[src/prog_model_params.svh]
// Constants for the programmer-visible register set.
// Assumes a 12-bit internal address bus and an 8-bit data bus.
`ifndef PROG_MODEL_PARAMS_SVH
`define PROG_MODEL_PARAMS_SVH

`define SP_RESET_VAL 12'h007F
`define SP_FIXED_HI 7'h03
`define SP_LOW_W 5
`define PC_RESET_VAL 12'h0000
`define IO_TOP 12'h000F
`define IO_USED 12'h000B
`define ROM_PAGE0_LO 12'h0080
`define ROM_PAGE0_HI 12'h00FF
`define RAM_LO 12'h0040
`define RAM_HI 12'h007F
`define ROM_MAIN_LO 12'h07C0
`define ROM_MAIN_HI 12'h0F37
`define CHECK_ROM_LO 12'h0F38
`define CHECK_ROM_HI 12'h0FF7
`define VEC_LO 12'h0FF8
`define FLAG_C 0
`define FLAG_Z 1
`define FLAG_N 2
`define FLAG_I 3
`define FLAG_H 4

`endif

[src/prog_model_pkg.sv]
// Types for the programmer-visible register set.
// Assumes prog_model_params.svh is compiled alongside.
package prog_model_pkg;

	typedef enum logic [4:0] {
		ST_RUN = 5'b0_0001,
		ST_PUSH_LO = 5'b0_0010,
		ST_PUSH_HI = 5'b0_0100,
		ST_PULL_HI = 5'b0_1000,
		ST_PULL_LO = 5'b1_0000
	} stk_state_t;

	typedef enum logic [2:0] {
		OP_NONE = 3'h0,
		OP_CALL = 3'h1,
		OP_RET = 3'h2,
		OP_RSP = 3'h3,
		OP_JUMP = 3'h4,
		OP_STEP = 3'h5
	} stk_op_t;

	typedef enum logic [2:0] {
		ALU_NONE = 3'h0,
		ALU_ADD = 3'h1,
		ALU_ADC = 3'h2,
		ALU_SUB = 3'h3,
		ALU_LOGIC = 3'h4,
		ALU_SHIFT = 3'h5,
		ALU_BTB = 3'h6
	} alu_op_t;

	typedef struct packed {
		logic io;
		logic ram;
		logic user_rom;
		logic check_rom;
		logic vector;
	} region_t;

	typedef struct packed {
		logic [7:0] acc;
		logic [7:0] idx;
		logic [11:0] prog_ctr;
		logic [4:0] sp_low;
		logic [4:0] flags_reg;
		logic pend_ext;
		logic pend_second;
		logic pend_timer;
		logic irq_take;
		logic [1:0] ext_sync;
		logic [1:0] sec_sync;
		logic [7:0] in_port_smp;
		logic [7:0] in_port_sync;
		stk_state_t st;
		logic [11:0] ret_addr;
		logic [11:0] bus_addr;
		logic [7:0] bus_wdata;
		logic bus_we;
		logic [11:0] eff_addr;
		region_t region;
		logic [23:0] port_oe;
		logic [23:0] port_out;
		logic [7:0] in_port_val;
	} core_state_t;

endpackage

[src/cpu_prog_model_stack.sv]
// Programmer-visible register set, stack engine and address decode.
// Assumes the instruction decoder supplies ops and ALU results and
// on-chip memory answers bus reads in the same cycle.
//
// Summary of operation
// - Program counter is twelve bits wide
// - Reset or reload op sets pointer 07F
// - Push decrements, pull increments stack pointer
// - Upper seven pointer bits fixed 0000011
// - Push low return byte, then high
// - Calls stack only the return address
// - Eight-bit accumulator holds operands and results
// - Indexed address is index plus offset
// - Five-bit flags, four branch-testable
// - Half carry from bit 3 on adds
// - Mask flag blocks timer and external requests
// - Masked requests stay pending until unmasked
// - Negative flag follows result bit 7
// - Zero flag set on zero result
// - Carry from ALU, shifts, bit tests
// - Twelve-bit space, ROM, check ROM, RAM
// - User ROM in three decoded areas
// - Lowest sixteen addresses reserved for I/O; io decode covers only 000-00B
// - Port line direction follows direction bit
// - Input port reads every line's level
// - External request async, reset pin low
`include "prog_model_params.svh"
`timescale 1ns/1ns
`default_nettype none

module cpu_prog_model_stack (
	// Clock and reset
	input wire logic core_clk,
	input wire logic nrst,
	// Control from instruction decode
	input wire prog_model_pkg::stk_op_t stk_op,
	input wire logic [11:0] jump_addr,
	input wire logic irq_enter,
	input wire logic [7:0] pull_data,
	input wire logic acc_we,
	input wire logic idx_we,
	input wire logic [7:0] wr_data,
	input wire logic [7:0] instr_offset,
	input wire logic [11:0] decode_addr,
	// Flag update from the ALU
	input wire prog_model_pkg::alu_op_t alu_op,
	input wire logic [7:0] alu_a,
	input wire logic [7:0] alu_b,
	input wire logic alu_carry_out,
	input wire logic [7:0] alu_result,
	input wire logic mask_set,
	input wire logic mask_clr,
	// Interrupt sources
	input wire logic ext_irq_n,
	input wire logic second_ext_irq_n,
	input wire logic timer_irq,
	// Ports
	input wire logic [23:0] port_dir,
	input wire logic [23:0] port_data,
	input wire logic [7:0] in_port_pins,
	// Visible state
	output logic [7:0] acc,
	output logic [7:0] idx,
	output logic [11:0] prog_ctr,
	output logic [11:0] stack_ptr,
	output logic [4:0] flags_reg,
	output logic irq_take,
	output logic stk_busy,
	// Stack memory bus
	output logic [11:0] bus_addr,
	output logic [7:0] bus_wdata,
	output logic bus_we,
	// Decode and ports
	output logic [11:0] eff_addr,
	output prog_model_pkg::region_t region,
	output logic [23:0] port_oe,
	output logic [23:0] port_out,
	output logic [7:0] in_port_val
);

	prog_model_pkg::core_state_t s_r;
	prog_model_pkg::core_state_t s_nxt;

	function automatic logic [11:0] sp_full(input logic [4:0] low);
		sp_full = {`SP_FIXED_HI, low};
	endfunction

	function automatic logic in_rng(input logic [11:0] a,
			input logic [11:0] lo, input logic [11:0] hi);
		in_rng = (a >= lo) && (a <= hi);
	endfunction

	// ----------------------------------------
	// Next state
	// ----------------------------------------
	always_comb begin
		logic [4:0] half;
		logic pend_any;
		s_nxt = s_r;
		half = 5'h00;
		pend_any = 1'b0;
		s_nxt.bus_we = 1'b0;
		s_nxt.irq_take = 1'b0;
		s_nxt.ext_sync = {s_r.ext_sync[0], ~ext_irq_n};
		s_nxt.sec_sync = {s_r.sec_sync[0], ~second_ext_irq_n};
		s_nxt.in_port_sync = in_port_pins;
		s_nxt.in_port_smp = s_r.in_port_sync;
		// input port reads all line levels
		s_nxt.in_port_val = s_r.in_port_smp;
		// latch pending; set wins over service
		if (s_r.ext_sync[1])
			s_nxt.pend_ext = 1'b1;
		if (s_r.sec_sync[1])
			s_nxt.pend_second = 1'b1;
		if (timer_irq)
			s_nxt.pend_timer = 1'b1;
		pend_any = s_r.pend_ext | s_r.pend_second | s_r.pend_timer;
		if (pend_any && !s_r.flags_reg[`FLAG_I] &&
				s_r.st == prog_model_pkg::ST_RUN && !irq_enter) begin
			s_nxt.irq_take = 1'b1;
			if (s_r.pend_ext && !s_r.ext_sync[1])
				s_nxt.pend_ext = 1'b0;
			else if (s_r.pend_second && !s_r.sec_sync[1])
				s_nxt.pend_second = 1'b0;
			else if (!timer_irq)
				s_nxt.pend_timer = 1'b0;
		end
		if (acc_we)
			s_nxt.acc = wr_data;
		if (idx_we)
			s_nxt.idx = wr_data;
		s_nxt.eff_addr = {4'h0, s_r.idx} + {4'h0, instr_offset};
		unique case (alu_op)
			prog_model_pkg::ALU_ADD, prog_model_pkg::ALU_ADC: begin
				// half carry out of bit 3
				half = {1'b0, alu_a[3:0]} + {1'b0, alu_b[3:0]} +
					{4'h0, alu_op == prog_model_pkg::ALU_ADC &&
					s_r.flags_reg[`FLAG_C]};
				s_nxt.flags_reg[`FLAG_H] = half[4];
				s_nxt.flags_reg[`FLAG_C] = alu_carry_out;
			end
			prog_model_pkg::ALU_SUB, prog_model_pkg::ALU_SHIFT,
					prog_model_pkg::ALU_BTB:
				s_nxt.flags_reg[`FLAG_C] = alu_carry_out;
			prog_model_pkg::ALU_NONE, prog_model_pkg::ALU_LOGIC: begin
			end
			default: begin
			end
		endcase
		if (alu_op != prog_model_pkg::ALU_NONE &&
				alu_op != prog_model_pkg::ALU_BTB) begin
			s_nxt.flags_reg[`FLAG_N] = alu_result[7];
			s_nxt.flags_reg[`FLAG_Z] = (alu_result == 8'h00);
		end
		if (mask_clr)
			s_nxt.flags_reg[`FLAG_I] = 1'b0;
		if (mask_set)
			s_nxt.flags_reg[`FLAG_I] = 1'b1;
		unique case (s_r.st)
			prog_model_pkg::ST_RUN: begin
				if (irq_enter) begin
					s_nxt.ret_addr = s_r.prog_ctr;
					s_nxt.flags_reg[`FLAG_I] = 1'b1;
					s_nxt.st = prog_model_pkg::ST_PUSH_LO;
				end else begin
					unique case (stk_op)
						prog_model_pkg::OP_CALL: begin
							s_nxt.ret_addr = s_r.prog_ctr;
							s_nxt.st = prog_model_pkg::ST_PUSH_LO;
						end
						prog_model_pkg::OP_RET: begin
							s_nxt.sp_low = s_r.sp_low + 5'd1;
							s_nxt.bus_addr = sp_full(s_r.sp_low + 5'd1);
							s_nxt.st = prog_model_pkg::ST_PULL_HI;
						end
						prog_model_pkg::OP_RSP:
							s_nxt.sp_low = 5'(`SP_RESET_VAL & 12'h01F);
						prog_model_pkg::OP_JUMP:
							s_nxt.prog_ctr = jump_addr;
						prog_model_pkg::OP_STEP:
							s_nxt.prog_ctr = s_r.prog_ctr + 12'd1;
						default: begin
						end
					endcase
				end
			end
			prog_model_pkg::ST_PUSH_LO: begin
				s_nxt.bus_addr = sp_full(s_r.sp_low);
				s_nxt.bus_wdata = s_r.ret_addr[7:0];
				s_nxt.bus_we = 1'b1;
				s_nxt.sp_low = s_r.sp_low - 5'd1;
				s_nxt.st = prog_model_pkg::ST_PUSH_HI;
			end
			prog_model_pkg::ST_PUSH_HI: begin
				s_nxt.bus_addr = sp_full(s_r.sp_low);
				s_nxt.bus_wdata = {4'h0, s_r.ret_addr[11:8]};
				s_nxt.bus_we = 1'b1;
				s_nxt.sp_low = s_r.sp_low - 5'd1;
				s_nxt.prog_ctr = jump_addr;
				s_nxt.st = prog_model_pkg::ST_RUN;
			end
			prog_model_pkg::ST_PULL_HI: begin
				// pull high then increment to low
				s_nxt.prog_ctr[11:8] = pull_data[3:0];
				s_nxt.sp_low = s_r.sp_low + 5'd1;
				s_nxt.bus_addr = sp_full(s_r.sp_low + 5'd1);
				s_nxt.st = prog_model_pkg::ST_PULL_LO;
			end
			prog_model_pkg::ST_PULL_LO: begin
				s_nxt.prog_ctr[7:0] = pull_data;
				s_nxt.st = prog_model_pkg::ST_RUN;
			end
			default:
				s_nxt.st = prog_model_pkg::ST_RUN;
		endcase
		s_nxt.region.io = in_rng(decode_addr, 12'h000, `IO_USED);
		s_nxt.region.ram = in_rng(decode_addr, `RAM_LO, `RAM_HI);
		s_nxt.region.user_rom =
			in_rng(decode_addr, `ROM_PAGE0_LO, `ROM_PAGE0_HI) ||
			in_rng(decode_addr, `ROM_MAIN_LO, `ROM_MAIN_HI) ||
			(decode_addr >= `VEC_LO);
		s_nxt.region.check_rom =
			in_rng(decode_addr, `CHECK_ROM_LO, `CHECK_ROM_HI);
		s_nxt.region.vector = (decode_addr >= `VEC_LO);
		s_nxt.port_oe = port_dir;
		s_nxt.port_out = port_data & port_dir;
	end

	// ----------------------------------------
	// State register
	// ----------------------------------------
	always_ff @(posedge core_clk) begin
		if (!nrst) begin
			s_r <= '0;
			s_r.sp_low <= 5'h1F;
			s_r.prog_ctr <= `PC_RESET_VAL;
			s_r.flags_reg <= 5'h08;
			s_r.st <= prog_model_pkg::ST_RUN;
		end else begin
			s_r <= s_nxt;
		end
	end

	assign acc = s_r.acc;
	assign idx = s_r.idx;
	assign prog_ctr = s_r.prog_ctr;
	assign stack_ptr = sp_full(s_r.sp_low);
	assign flags_reg = s_r.flags_reg;
	assign irq_take = s_r.irq_take;
	assign stk_busy = (s_r.st != prog_model_pkg::ST_RUN);
	assign bus_addr = s_r.bus_addr;
	assign bus_wdata = s_r.bus_wdata;
	assign bus_we = s_r.bus_we;
	assign eff_addr = s_r.eff_addr;
	assign region = s_r.region;
	assign port_oe = s_r.port_oe;
	assign port_out = s_r.port_out;
	assign in_port_val = s_r.in_port_val;
endmodule // cpu_prog_model_stack

`default_nettype wire

[config.mk]
export PLATFORM = sky130hd
export DESIGN_NAME = cpu_prog_model_stack
export DESIGN_NICKNAME = d
export VERILOG_FILES = /design/src/prog_model_pkg.sv /design/src/cpu_prog_model_stack.sv
export VERILOG_INCLUDE_DIRS = /design/src
export SDC_FILE = /design/constraint.sdc
export NUM_CORES = 1
export LEC_CHECK = 0
export ABC_AREA = 1
export BUFFER_PORTS_ARGS = -buffer_cell sky130_fd_sc_hd__buf_4
export CAP_MARGIN = 20
export CORE_MARGIN = 5
export CORE_UTILIZATION = 54
export DETAILED_ROUTE_END_ITERATION = 16
export GPL_ROUTABILITY_DRIVEN = 0
export MAX_ROUTING_LAYER = met4
export PLACE_DENSITY = 0.91
export SYNTH_ARGS = -nofsm -noshare
export SYNTH_HDL_FRONTEND = slang
export SYNTH_SLANG_ARGS = --single-unit
[constraint.sdc]
create_clock -name core_clk -period 4.88 [get_ports core_clk]
set_clock_uncertainty 0.1 [all_clocks]
set_input_delay 0.244 -clock core_clk [delete_from_list [all_inputs] [get_ports core_clk]]
set_output_delay 0.244 -clock core_clk [all_outputs]
set_load 0.01 [all_outputs]
==> summary.txt, run 1 <==
Worst setup path
  – Worst path slowest cell: dlygate4sd3_1
  – Crit Path Category: in2reg
  – Crit path buf inv count: 4
  – CP max stage delay: 0.60 ns
  – R2R depth: 5
  – WP data required: 5.13 ns
  – Critical path depth: 7
  – CP Capture Type: flop
  – CP cell instances: dlygate4sd3_1, buf_4, nor4_1, dlygate4sd3_1, nand2_1, dlygate4sd3_1, a21oi_1
  – Crit Path Max Fanout: 1
  – Critical Path AT: 2.54 ns
  – Most used cell, CP: dlygate4sd3_1
  – CP top delay family: buffers and inverters
  – Startpoint types: input pin

Drt
  – Via count: 7,174
  – Drt pass-1 iters: 5
  – DRT antenna net count: 0
  – Routed len/inst: 15.27 um
  – Post-Route WL: 21,930 um
  – DRC viols: 0
  – Iteration-0 DRC Markers: 409
  – Via density: 4.996

Synthesis
  – Number of synthesized register bits: 164
  – Synthesized area: 0.007687 sq mm
  – Distinct cells, synth: 41
  – Cells after synthesis: 1,026
  – Post-synthesis sequential area ratio: 0.4271
  – Post-synth EDFFs: 0
  – Most common flop cell mapped by yosys: dfxtp_1
  – Synth Warn #: 0
  – Mean Syn Cell Area: 7.493 sq um
  – FFs w/ async S/R, synth: 0

Global routing
  – Global-route wire length before repair: 33,460 um
  – GRT Overall Usage: 0.2606
  – Number of global-route vias before repair: 6,878
  – Antenna violations before repair: 1
  – Grt ovf: 0
  – Largest net degree at the start of global routing: 61

STA
  – RSZ-0062 raised after global routing: no
  – Final Critical Period: 2.292 ns
  – Top achievable clock speed: 436.3 MHz
  – Final Slew Violations: 0
  – Final WS setup: 2.588 ns
  – Final setup fails: 0
  – Final hold vios: 0
  – Worst slew pin tran: 0.7816 ns
  – Setup TNS: 0 ns
  – Slew Limit Headroom: 0.4784
  – Period utilization: 0.4697

Worst hold path
  – Min-Delay Path Class: in2reg
  – Hold depth: 4

Clock tree
  – Root buf cell: clkbuf_16
  – CTS tree: built
  – CTS HTree Levels: 4
  – Post_cts resized: 0
  – Skew-Pair Late Insertion Delay: 0.42 ns
  – Number of CTS-inserted buffers: 17
  – CTS clk-pin slew, worst paths: 0.07 ns
  – Clock Tree Buf Depth: 2
  – Num Clock Sinks: 164

Final layout
  – Non-filler instance count after layout: 1,436
  – Layout overhead on the synthesized area: 32.26%
  – Layout cells sized above 1: 0.2518
  – Nets: 1,405

Power and ir drop
  – Maximum VDD drop: 0.0002259 V
  – Leakage dissipation: 5.390 nW
  – PD cells: 350.6 mW/mm^2

Place
  – Hpwl dp: 13,990 um
  – Setup WS pre-CTS: 2.876 ns
  – IO Port Bufs: 260
  – Post-Place Cells: 1,322

Die
  – Core area: 0.01393 sq mm
  – I/O pins: 286
  – Num rows: 43
  – Die ar.: 0.01672 sq mm
  – Chip height: 129.3 um
  – Initial Util: 0.5517
  – Chip width: 129.3 um

Flow run
  – Maxcap violations: 0

Run status
  – Status: complete, no violations
where the power goes:
group	switching [mW]	internal (mW)	total [mW]
clock network	0.561	0.688	1.25
registers	0.0787	1.45	1.53
logic	0.430	0.356	0.787
total	1.07	2.49	3.56
timing repair:
action / CTS / global route
hold buffers: 81 / 1
setup buffers: 0 / 0
hold endpoints to repair: 80 / 1
tightest hold or removal path, delay by kind of cell:
kind                   cells  cell delay, ns
buffers and inverters      1            0.08
and+or+nand+nor            3            0.19
cells by family (layout without fill, tap and decap cells):
kind of cell / Yosys count / after routing / synth area share
buf+inv: 313 / 529 / 0.2230
mux: 1 / 1 / 0.001302
compound gates: 144 / 144 / 0.1017
simple gates: 377 / 377 / 0.2082
other cells: 2 / 16 / 0.0009769
flops: 164 / 164 / 0.4271
xor+xnor: 8 / 8 / 0.009115
fa+ha+maj: 17 / 17 / 0.02865
placed cells by master (no fill, tap or decap), types with 8 or more instances in the layout:
cell           instances
nor3_1                13
xor2_1                 8
nor2_1               105
dlygate4sd3_1         82
o21ai_0               61
nand2_1              198
a21oi_1               60
conb_1                15
clkbuf_16             17
dfxtp_1              164
nand3_1               38
ha_1                  16
buf_4                262
inv_1                146
a31oi_1                8
worst paths after layout:
kind,startpoint,end,slack [ns]
worst max-delay path,alu_result[6],flags_reg[1],2.59
worst min-delay path,decode_addr[8],region[3],0.04
worst max register to register,s_r[108],s_r[96],2.95
worst min register to register,s_nxt[122],s_nxt[3],0.31
synthesized netlist by cell type, types with 2 or more instances:
library cell  instances  area [sq um]
a21oi_1              60         300.3
a21oi_2               2         17.52
a31oi_1               8         50.05
buf_2                 4         20.02
buf_4               138          1036
buf_6                 2         22.52
clkbuf_1             15         56.30
clkinv_1              3         11.26
conb_1                2         7.510
dfxtp_1             164          3283
ha_1                 16         200.2
inv_1               146         548.0
inv_2                 4         15.01
nand2_1             198         743.2
nand2_2               2         12.51
nand2_4               3         33.78
nand3_1              38         190.2
nand3_2               2         20.02
nand4_1               3         18.77
nor2_1              105         394.1
nor2_2                2         12.51
nor2_4                3         33.78
nor3_1               13         65.06
nor4_1                4         25.02
o211ai_1              3         22.52
o21ai_0              61         305.3
o21bai_1              2         15.01
o22ai_1               3         18.77
xor2_1                8         70.07
metrics by stage:
step / area [sq um] / total power, mW / utilization / hold WS (ns)
finish: 10170 / 3.565 / 0.7296 / 0.03517
global route: 10170 / 3.741 / 0.7296 / 0.04084
CTS: 10150 / 3.558 / 0.7287 / 0.002766
floorplan: 7736 / 2.060 / - / 0.2164
detailed placement: 8793 / 2.263 / 0.6311 / 0.2980
global placement: 8793 / 2.242 / 0.6311 / 0.2914
final cells by class:
class	count	area [sq um]
Clock inverter	11	93.84
Inverter	154	579.3
Timing Repair Buffer	344	2788
Antenna cell	1	2.502
Sequential cell	164	3283
Multi-Input combinational cell	562	2739
Tap cell	180	225.2
Fill cell	977	3767
Clock buffer	20	456.7
routing by layer:
layer | global-route usage | share of wire | up-vias
met5 | - | 0 | -
met4 | 0.1217 | 0.036 | 0
met3 | 0.05153 | 0.081 | 82
met2 | 0.4540 | 0.51 | 361
met1 | 0.2860 | 0.37 | 3258
li1 | - | - | 3473
Power figures use the tool's default switching activity.
==> run 2, diff against run 1 <==
--- a/config.mk
+++ b/config.mk
@@ -10,11 +10,11 @@
 export BUFFER_PORTS_ARGS = -buffer_cell sky130_fd_sc_hd__buf_4
 export CAP_MARGIN = 20
 export CORE_MARGIN = 5
-export CORE_UTILIZATION = 54
+export CORE_UTILIZATION = 45
 export DETAILED_ROUTE_END_ITERATION = 16
 export GPL_ROUTABILITY_DRIVEN = 0
 export MAX_ROUTING_LAYER = met4
-export PLACE_DENSITY = 0.91
+export PLACE_DENSITY = 0.82
 export SYNTH_ARGS = -nofsm -noshare
 export SYNTH_HDL_FRONTEND = slang
 export SYNTH_SLANG_ARGS = --single-unit
==> constraint.sdc (replaced) <==
create_clock -name core_clk -period 1.95 [get_ports core_clk]
set_clock_uncertainty 0.1 [all_clocks]
set_input_delay 0.0975 -clock core_clk [delete_from_list [all_inputs] [get_ports core_clk]]
set_output_delay 0.0975 -clock core_clk [all_outputs]
set_load 0.01 [all_outputs]
==> run 2 against run 1 <==
Compared with the run above: combinational power rose to 2.6 times the previous value; clock power rose to 2.8 times the previous value; wire length up 1.9%; sequential cell count did not move; count of clock-buffer cells in the layout fell by 3; non-clock buffer count rose by 49; critical path depth increased by 2; total power increased to 2.6 times the previous value; via count up 0.43%; critical endpoint is now region[2]; largest cell class unchanged.
==> summary.txt, run 2 (synthesized netlist as in run 1, its figures left out) <==
Clock tree
  – Skew-Pair Late Insertion Delay: 0.43 ns (was 0.42 ns)
  – Setup bufs post-CTS: 0 (unchanged)
  – Number of CTS-inserted buffers: 17 (unchanged)
  – CTS HTree Levels: 4 (unchanged)
  – Num Clock Sinks: 164 (unchanged)
  – Root buf cell: clkbuf_16 (unchanged)
  – Clock Tree Buf Depth: 2 (unchanged)
  – CTS tree: built (unchanged)
  – CTS clk-pin slew, worst paths: 0.07 ns (about the same)

Global routing
  – Number of global-route vias before repair: 7,229 (was 6,878)
  – GRT Overall Usage: 0.2213 (was 0.2606)
  – Antenna violations before repair: 0 (was 1)
  – Grt ovf: 0 (unchanged)
  – Largest net degree at the start of global routing: 54 (was 61)
  – Global-route wire length before repair: 34,640 um (was 33,460 um)

Worst setup path
  – Critical path origin: decode_addr[8] (was alu_result[6])
  – Critical Path AT: 2.12 ns (was 2.54 ns)
  – CP Capture Type: flop (unchanged)
  – Critical Path Sink: region[2] (was flags_reg[1])
  – Critical path depth: 9 (was 7)
  – Worst path slowest cell: dlygate4sd3_1 (unchanged)
  – Startpoint types: input pin (unchanged)
  – CP max stage delay: 0.58 ns (was 0.60 ns)
  – CP top delay family: buffers and inverters (unchanged)
  – Crit Path Category: in2reg (unchanged)
  – WP data required: 2.20 ns (was 5.13 ns)
  – FF-to-FF Start: s_r[106] (was s_r[108])
  – CP cell instances: dlygate4sd3_1, buf_4, nand3_1, nor3_2, nand3_1, inv_1, a21oi_1, dlygate4sd3_1, a21oi_1 (was dlygate4sd3_1, buf_4, nor4_1, dlygate4sd3_1, nand2_1, dlygate4sd3_1, a21oi_1)
  – Crit Path Max Fanout: 2 (was 1)
  – R2R Path End: bus_addr[2] (was s_r[96])
  – Crit path buf inv count: 4 (unchanged)
  – R2R depth: 6 (was 5)
  – Reg2Reg Setup Slack: 0.18 ns (was 2.95 ns)

Power and ir drop
  – Pwr Total: 9.338 mW (was 3.565 mW)
  – Maximum VDD drop: 0.0006390 V (was 0.0002259 V)
  – PD cells: 864.0 mW/mm^2 (was 350.6 mW/mm^2)
  – Leakage dissipation: 5.641 nW (was 5.390 nW)

Final layout
  – Most common cell after layout, fill and taps aside: buf_4 (unchanged)
  – Layout overhead on the synthesized area: 40.59% (was 32.26%)
  – Nets: 1,454 (was 1,405)
  – Most frequent cells in the layout: buf_4 (265), nand2_1 (198), dfxtp_1 (164) (was buf_4 (262), nand2_1 (198), dfxtp_1 (164))
  – Layout cells sized above 1: 0.2506 (was 0.2518)
  – Multi-input gate area: 0.002773 sq mm (was 0.002739 sq mm)
  – Ant diodes: 0 (was 1)
  – Final Util: 0.6471 (was 0.7296)
  – # fillers: 1,334 (was 977)
  – Reg area: 0.003283 sq mm (unchanged)

Flow run
  – Maxcap violations: 0 (unchanged)

Die
  – Num rows: 47 (was 43)
  – Core area: 0.01670 sq mm (was 0.01393 sq mm)
  – Die ar.: 0.01980 sq mm (was 0.01672 sq mm)
  – Initial Util: 0.4603 (was 0.5517)
  – Chip height: 140.7 um (was 129.3 um)
  – I/O pins: 286 (unchanged)
  – Chip width: 140.7 um (was 129.3 um)

STA
  – Final Critical Period: 1.874 ns
  – Final setup fails: 0 (unchanged)
  – Worst hold margin: 0.02254 ns (was 0.03517 ns)
  – Period utilization: 0.9610
  – Final hold vios: 0 (unchanged)
  – Top achievable clock speed: 533.6 MHz
  – Final Slew Violations: 0 (unchanged)

Place
  – Hpwl dp: 14,390 um (was 13,990 um)
  – IO Port Bufs: 260 (unchanged)

Worst hold path
  – Hold depth: 7 (was 4)
  – Min-Delay Path Class: in2reg (unchanged)

Run status
  – Status: complete, no violations (unchanged)

Drt
  – Post-Route WL: 22,340 um (was 21,930 um)
  – Drt pass-1 iters: 6 (was 5)
  – DRC viols: 0 (unchanged)
  – Routed len/inst: 14.65 um (was 15.27 um)
  – Iteration-0 DRC Markers: 402 (was 409)
  – Via density: 4.725 (was 4.996)
  – DRT antenna net count: 0 (unchanged)
  – Via count: 7,205 (was 7,174)
-- run 2: worst min path at each step --
| stage | slack, ns | start | end |
|---|---|---|---|
| floorplan | 0.07 | second_ext_irq_n | s_nxt[128] |
| global placement | 0.15 | ext_irq_n | s_nxt[130] |
| detailed placement | 0.16 | ext_irq_n | s_nxt[130] |
| CTS | 0.002 | alu_op[0] | flags_reg[2] |
| global route | 0.04 | alu_op[0] | flags_reg[2] |
| finish | 0.02 | jump_addr[7] | prog_ctr[7] |
-- run 2: routing by layer --
metal	wire length (um)	track usage	up-vias
met3	1413	0.04876	86
met2	11130	0.3760	337
met1	8694	0.2434	3204
li1	-	-	3578
met4	1109	0.1147	0
met5	0	-	-
-- run 2: power breakdown --
group | leakage, nW | internal [mW] | switching (mW)
Clock | 0.296 | 1.95 | 1.50
Sequential | 1.35 | 3.63 | 0.197
Combinational | 3.99 | 0.969 | 1.09
Total | 5.64 | 6.55 | 2.79
-- run 2: worst reg2reg max path, delay by kind of cell (launching register included) --
kind,cells,cell delay [ns]
compound gates,2,0.53
flops,1,0.44
simple gates,4,0.63
-- run 2: final cells by class --
| cell class | count | area share |
|---|---|---|
| inverter | 154 | 0.05360 |
| sequential | 164 | 0.3038 |
| clock inverter | 15 | 0.01760 |
| clock buffer | 17 | 0.03936 |
| tap | 220 | 0.02547 |
| timing repair buffer | 393 | 0.3037 |
| multi-input combinational | 562 | 0.2565 |
-- run 2: stage by stage --
step / cells / area [sq um] / setup TNS [ns] / worst slack, ns
2_1_floorplan: 1039 / 7736 / 0 / 0.3149
3_3_place_gp: 1367 / 8894 / 0 / 0.2078
3_5_place_dp: 1367 / 8894 / 0 / 0.1915
4_1_cts: 1526 / 10780 / 0 / 0.05340
5_1_grt: 1525 / 10810 / -0.05303 / -0.05303
6_report: 1525 / 10810 / 0 / 0.07598
-- run 2: timing repair --
action / CTS / global route
resized for setup: 0 / 7
endpoints found under the hold margin: 108 / 0
hold buffers: 127 / 0
endpoints found under the setup margin: 0 / 8
==> run 3, diff against run 2 <==
--- a/config.mk
+++ b/config.mk
@@ -7,12 +7,14 @@
 export NUM_CORES = 1
 export LEC_CHECK = 0
 export ABC_AREA = 1
+export ABC_CLOCK_PERIOD_IN_PS = 1950
 export BUFFER_PORTS_ARGS = -buffer_cell sky130_fd_sc_hd__buf_4
 export CAP_MARGIN = 20
 export CORE_MARGIN = 5
 export CORE_UTILIZATION = 45
 export DETAILED_ROUTE_END_ITERATION = 16
 export GPL_ROUTABILITY_DRIVEN = 0
+export HOLD_SLACK_MARGIN = 0.08
 export MAX_ROUTING_LAYER = met4
 export PLACE_DENSITY = 0.82
 export SYNTH_ARGS = -nofsm -noshare
==> run 3 against run 2 <==
Compared with the run above: wire length grew 6.4%; sequential power is essentially flat; total power grew 0.80%; largest cell class is now non-clock buffers; critical path type is now reg2reg; non-clock buffer count grew 17; highest routed layer unchanged; critical path depth grew 2; global-route usage grew 1.3 points; via count grew 4.4%; utilization grew 1.0 points.
==> summary.txt, run 3 (synthesized netlist as in run 1, its figures left out) <==
Drt
  – Via count: 7,519 (was 7,205)
  – Post-Route WL: 23,780 um (was 22,340 um)
  – DRC viols: 0 (unchanged)
  – DRT antenna net count: 0 (unchanged)
  – Via density: 4.873 (was 4.725)
  – Drt pass-1 iters: 6 (unchanged)
  – Routed len/inst: 15.41 um (was 14.65 um)
  – Iteration-0 DRC Markers: 517 (was 402)

Worst setup path
  – CP Capture Type: flop (unchanged)
  – CP top delay family: buffers and inverters (unchanged)
  – CP cell instances: nand2_1, inv_1, nand3_1, nand2_1, nand2_1, nand2_1, nand2_1, nand2_1, nand2_1, a21oi_1, dlygate4sd3_1 (was dlygate4sd3_1, buf_4, nand3_1, nor3_2, nand3_1, inv_1, a21oi_1, dlygate4sd3_1, a21oi_1)
  – FF-to-FF Start: flags_reg[0] (was s_r[106])
  – Critical path origin: flags_reg[0] (was decode_addr[8])
  – Critical Path AT: 2.12 ns (about the same)
  – Crit Path Max Fanout: 3 (was 2)
  – Reg2Reg Setup Slack: 0.09 ns (was 0.18 ns)
  – Worst path slowest cell: dlygate4sd3_1 (unchanged)
  – CP max stage delay: 0.57 ns (was 0.58 ns)
  – Critical path depth: 11 (was 9)
  – R2R depth: 11 (was 6)
  – Startpoint types: flop (was input pin)
  – R2R Path End: flags_reg[4] (was bus_addr[2])
  – WP data required: 2.21 ns (was 2.20 ns)
  – Crit path buf inv count: 2 (was 4)
  – Critical Path Sink: flags_reg[4] (was region[2])
  – Most used cell, CP: nand2_1
  – Crit Path Category: reg2reg (was in2reg)

Final layout
  – Layout cells sized above 1: 0.2466 (was 0.2506)
  – Reg area: 0.003283 sq mm (unchanged)
  – Multi-input gate area: 0.002770 sq mm (was 0.002773 sq mm)
  – Layout overhead on the synthesized area: 42.81% (was 40.59%)
  – # fillers: 1,297 (was 1,334)
  – Most common cell after layout, fill and taps aside: buf_4 (unchanged)
  – Nets: 1,471 (was 1,454)
  – Cell area after layout: 0.01098 sq mm (was 0.01081 sq mm)
  – Non-filler instance count after layout: 1,543 (was 1,525)
  – Most frequent cells in the layout: buf_4 (265), nand2_1 (198), dfxtp_1 (164) (unchanged)

Clock tree
  – Setup bufs post-CTS: 0 (unchanged)
  – Skew-Pair Late Insertion Delay: 0.43 ns (about the same)
  – Root buf cell: clkbuf_16 (unchanged)
  – Num Clock Sinks: 164 (unchanged)
  – CTS HTree Levels: 4 (unchanged)
  – CTS tree: built (unchanged)
  – Clock Tree Buf Depth: 2 (unchanged)
  – Number of CTS-inserted buffers: 17 (unchanged)
  – CTS clk-pin slew, worst paths: 0.07 ns (about the same)

Power and ir drop
  – Switching power: 2.840 mW (was 2.791 mW)
  – Clk network pwr share: 0.367 (was 0.370)
  – Internal power: 6.573 mW (was 6.546 mW)
  – Leakage dissipation: 5.722 nW (was 5.641 nW)
  – Combinational Power Share: 0.226 (was 0.221)
  – PD cells: 857.4 mW/mm^2 (was 864.0 mW/mm^2)
  – Seq pwr share: 0.407 (was 0.409)
  – Maximum VDD drop: 0.0006470 V (was 0.0006390 V)
  – Sw Ratio: 0.3017 (was 0.2989)

STA
  – Setup TNS: 0 ns (unchanged)
  – Final setup fails: 0 (unchanged)
  – RSZ-0062 raised after global routing: no
  – Final hold vios: 0 (unchanged)
  – Worst hold margin: 0.1198 ns (was 0.02254 ns)
  – Period utilization: 0.9547 (was 0.9610)
  – Top achievable clock speed: 537.2 MHz (was 533.6 MHz)
  – Slew Limit Headroom: 0.6611
  – Worst slew pin tran: 0.5045 ns
  – Final Critical Period: 1.862 ns (was 1.874 ns)
  – Final Slew Violations: 0 (unchanged)

Global routing
  – Grt ovf: 0 (unchanged)
  – Largest net degree at the start of global routing: 54 (unchanged)
  – GRT Overall Usage: 0.2340 (was 0.2213)
  – Antenna violations before repair: 0 (unchanged)
  – Number of global-route vias before repair: 7,425 (was 7,229)
  – Global-route wire length before repair: 36,540 um (was 34,640 um)

Place
  – Hpwl dp: 14,390 um (unchanged)
  – IO Port Bufs: 260 (unchanged)
  – Dpl cell area: 0.008894 sq mm (unchanged)
  – Post-Place Cells: 1,367 (unchanged)

Die
  – Core area: 0.01670 sq mm (unchanged)
  – Die ar.: 0.01980 sq mm (unchanged)
  – Chip height: 140.7 um (unchanged)
  – Chip width: 140.7 um (unchanged)
  – Num rows: 47 (unchanged)
  – Initial Util: 0.4603 (unchanged)
  – I/O pins: 286 (unchanged)

Worst hold path
  – Hold depth: 4 (was 7)
  – Min-Delay Path Class: in2reg (unchanged)

Flow run
  – Maxcap violations: 0 (unchanged)

Run status
  – Status: complete, no violations (unchanged)
[run 3: cell count changes in the layout (fill, tap and decap cells not counted)]
cell	before	now
dlygate4sd3_1	126	143
diode_2	0	1
nor3_1	11	12
nor3_4	1	0
nor4_2	1	0
nor4_4	0	1
[run 3: routing by layer]
| layer | part of all wire | vias up | track usage |
|---|---|---|---|
| li1 | - | 3607 | - |
| met1 | 0.37 | 3327 | 0.2521 |
| met2 | 0.49 | 446 | 0.3972 |
| met3 | 0.069 | 139 | 0.05249 |
| met4 | 0.065 | 0 | 0.1336 |
| met5 | 0 | - | - |
[run 3: area by class of cell]
type,instances,area share
Tap cell,220,0.02507
Antenna cell,1,0.0002279
Clock buffer,17,0.03875
Inverter,154,0.05277
Sequential cell,164,0.2991
Clock inverter,15,0.01732
Timing Repair Buffer,410,0.3145
Multi-Input combinational cell,562,0.2523
[run 3: through the flow]
step                  util  total power, mW  setup slack [ns]
floorplan                -            5.155            0.3149
global placement    0.5325            5.637            0.2078
detailed placement  0.5325            5.683            0.1915
CTS                 0.6557            9.382           0.03787
global route        0.6572            9.846          0.005166
finish              0.6573            9.413           0.08834
[run 3: power groups by stage]
stage	registers (mW)	logic, mW	clock network, mW
4_1_cts	3.82	2.04	3.53
5_1_grt	3.86	2.32	3.67
3_3_place_gp	3.88	1.75	0
6_report	3.83	2.13	3.45
2_1_floorplan	3.83	1.32	0
3_5_place_dp	3.89	1.79	0
[run 3: worst register-to-register path, delay by kind of cell, from the launching register on]
kind	cells	cell delay [ns]
buf+inv	2	0.64
simple gates	8	0.52
flops	1	0.39
compound gates	1	0.15
[run 3: timing repair]
item                                    in CTS  in global routing
endpoints found under the hold margin      112                  0
hold buffers                               144                  0
resized for setup                            0                  6
endpoints found under the setup margin       0                  9
[run 3: worst min path at each step]
stage	from	to
final	instr_offset[6]	eff_addr[8]
after global routing	instr_offset[6]	eff_addr[6]
after CTS	instr_offset[6]	eff_addr[8]
after detailed placement	ext_irq_n	s_nxt[130]
after global placement	ext_irq_n	s_nxt[130]
after floorplan	second_ext_irq_n	s_nxt[128]
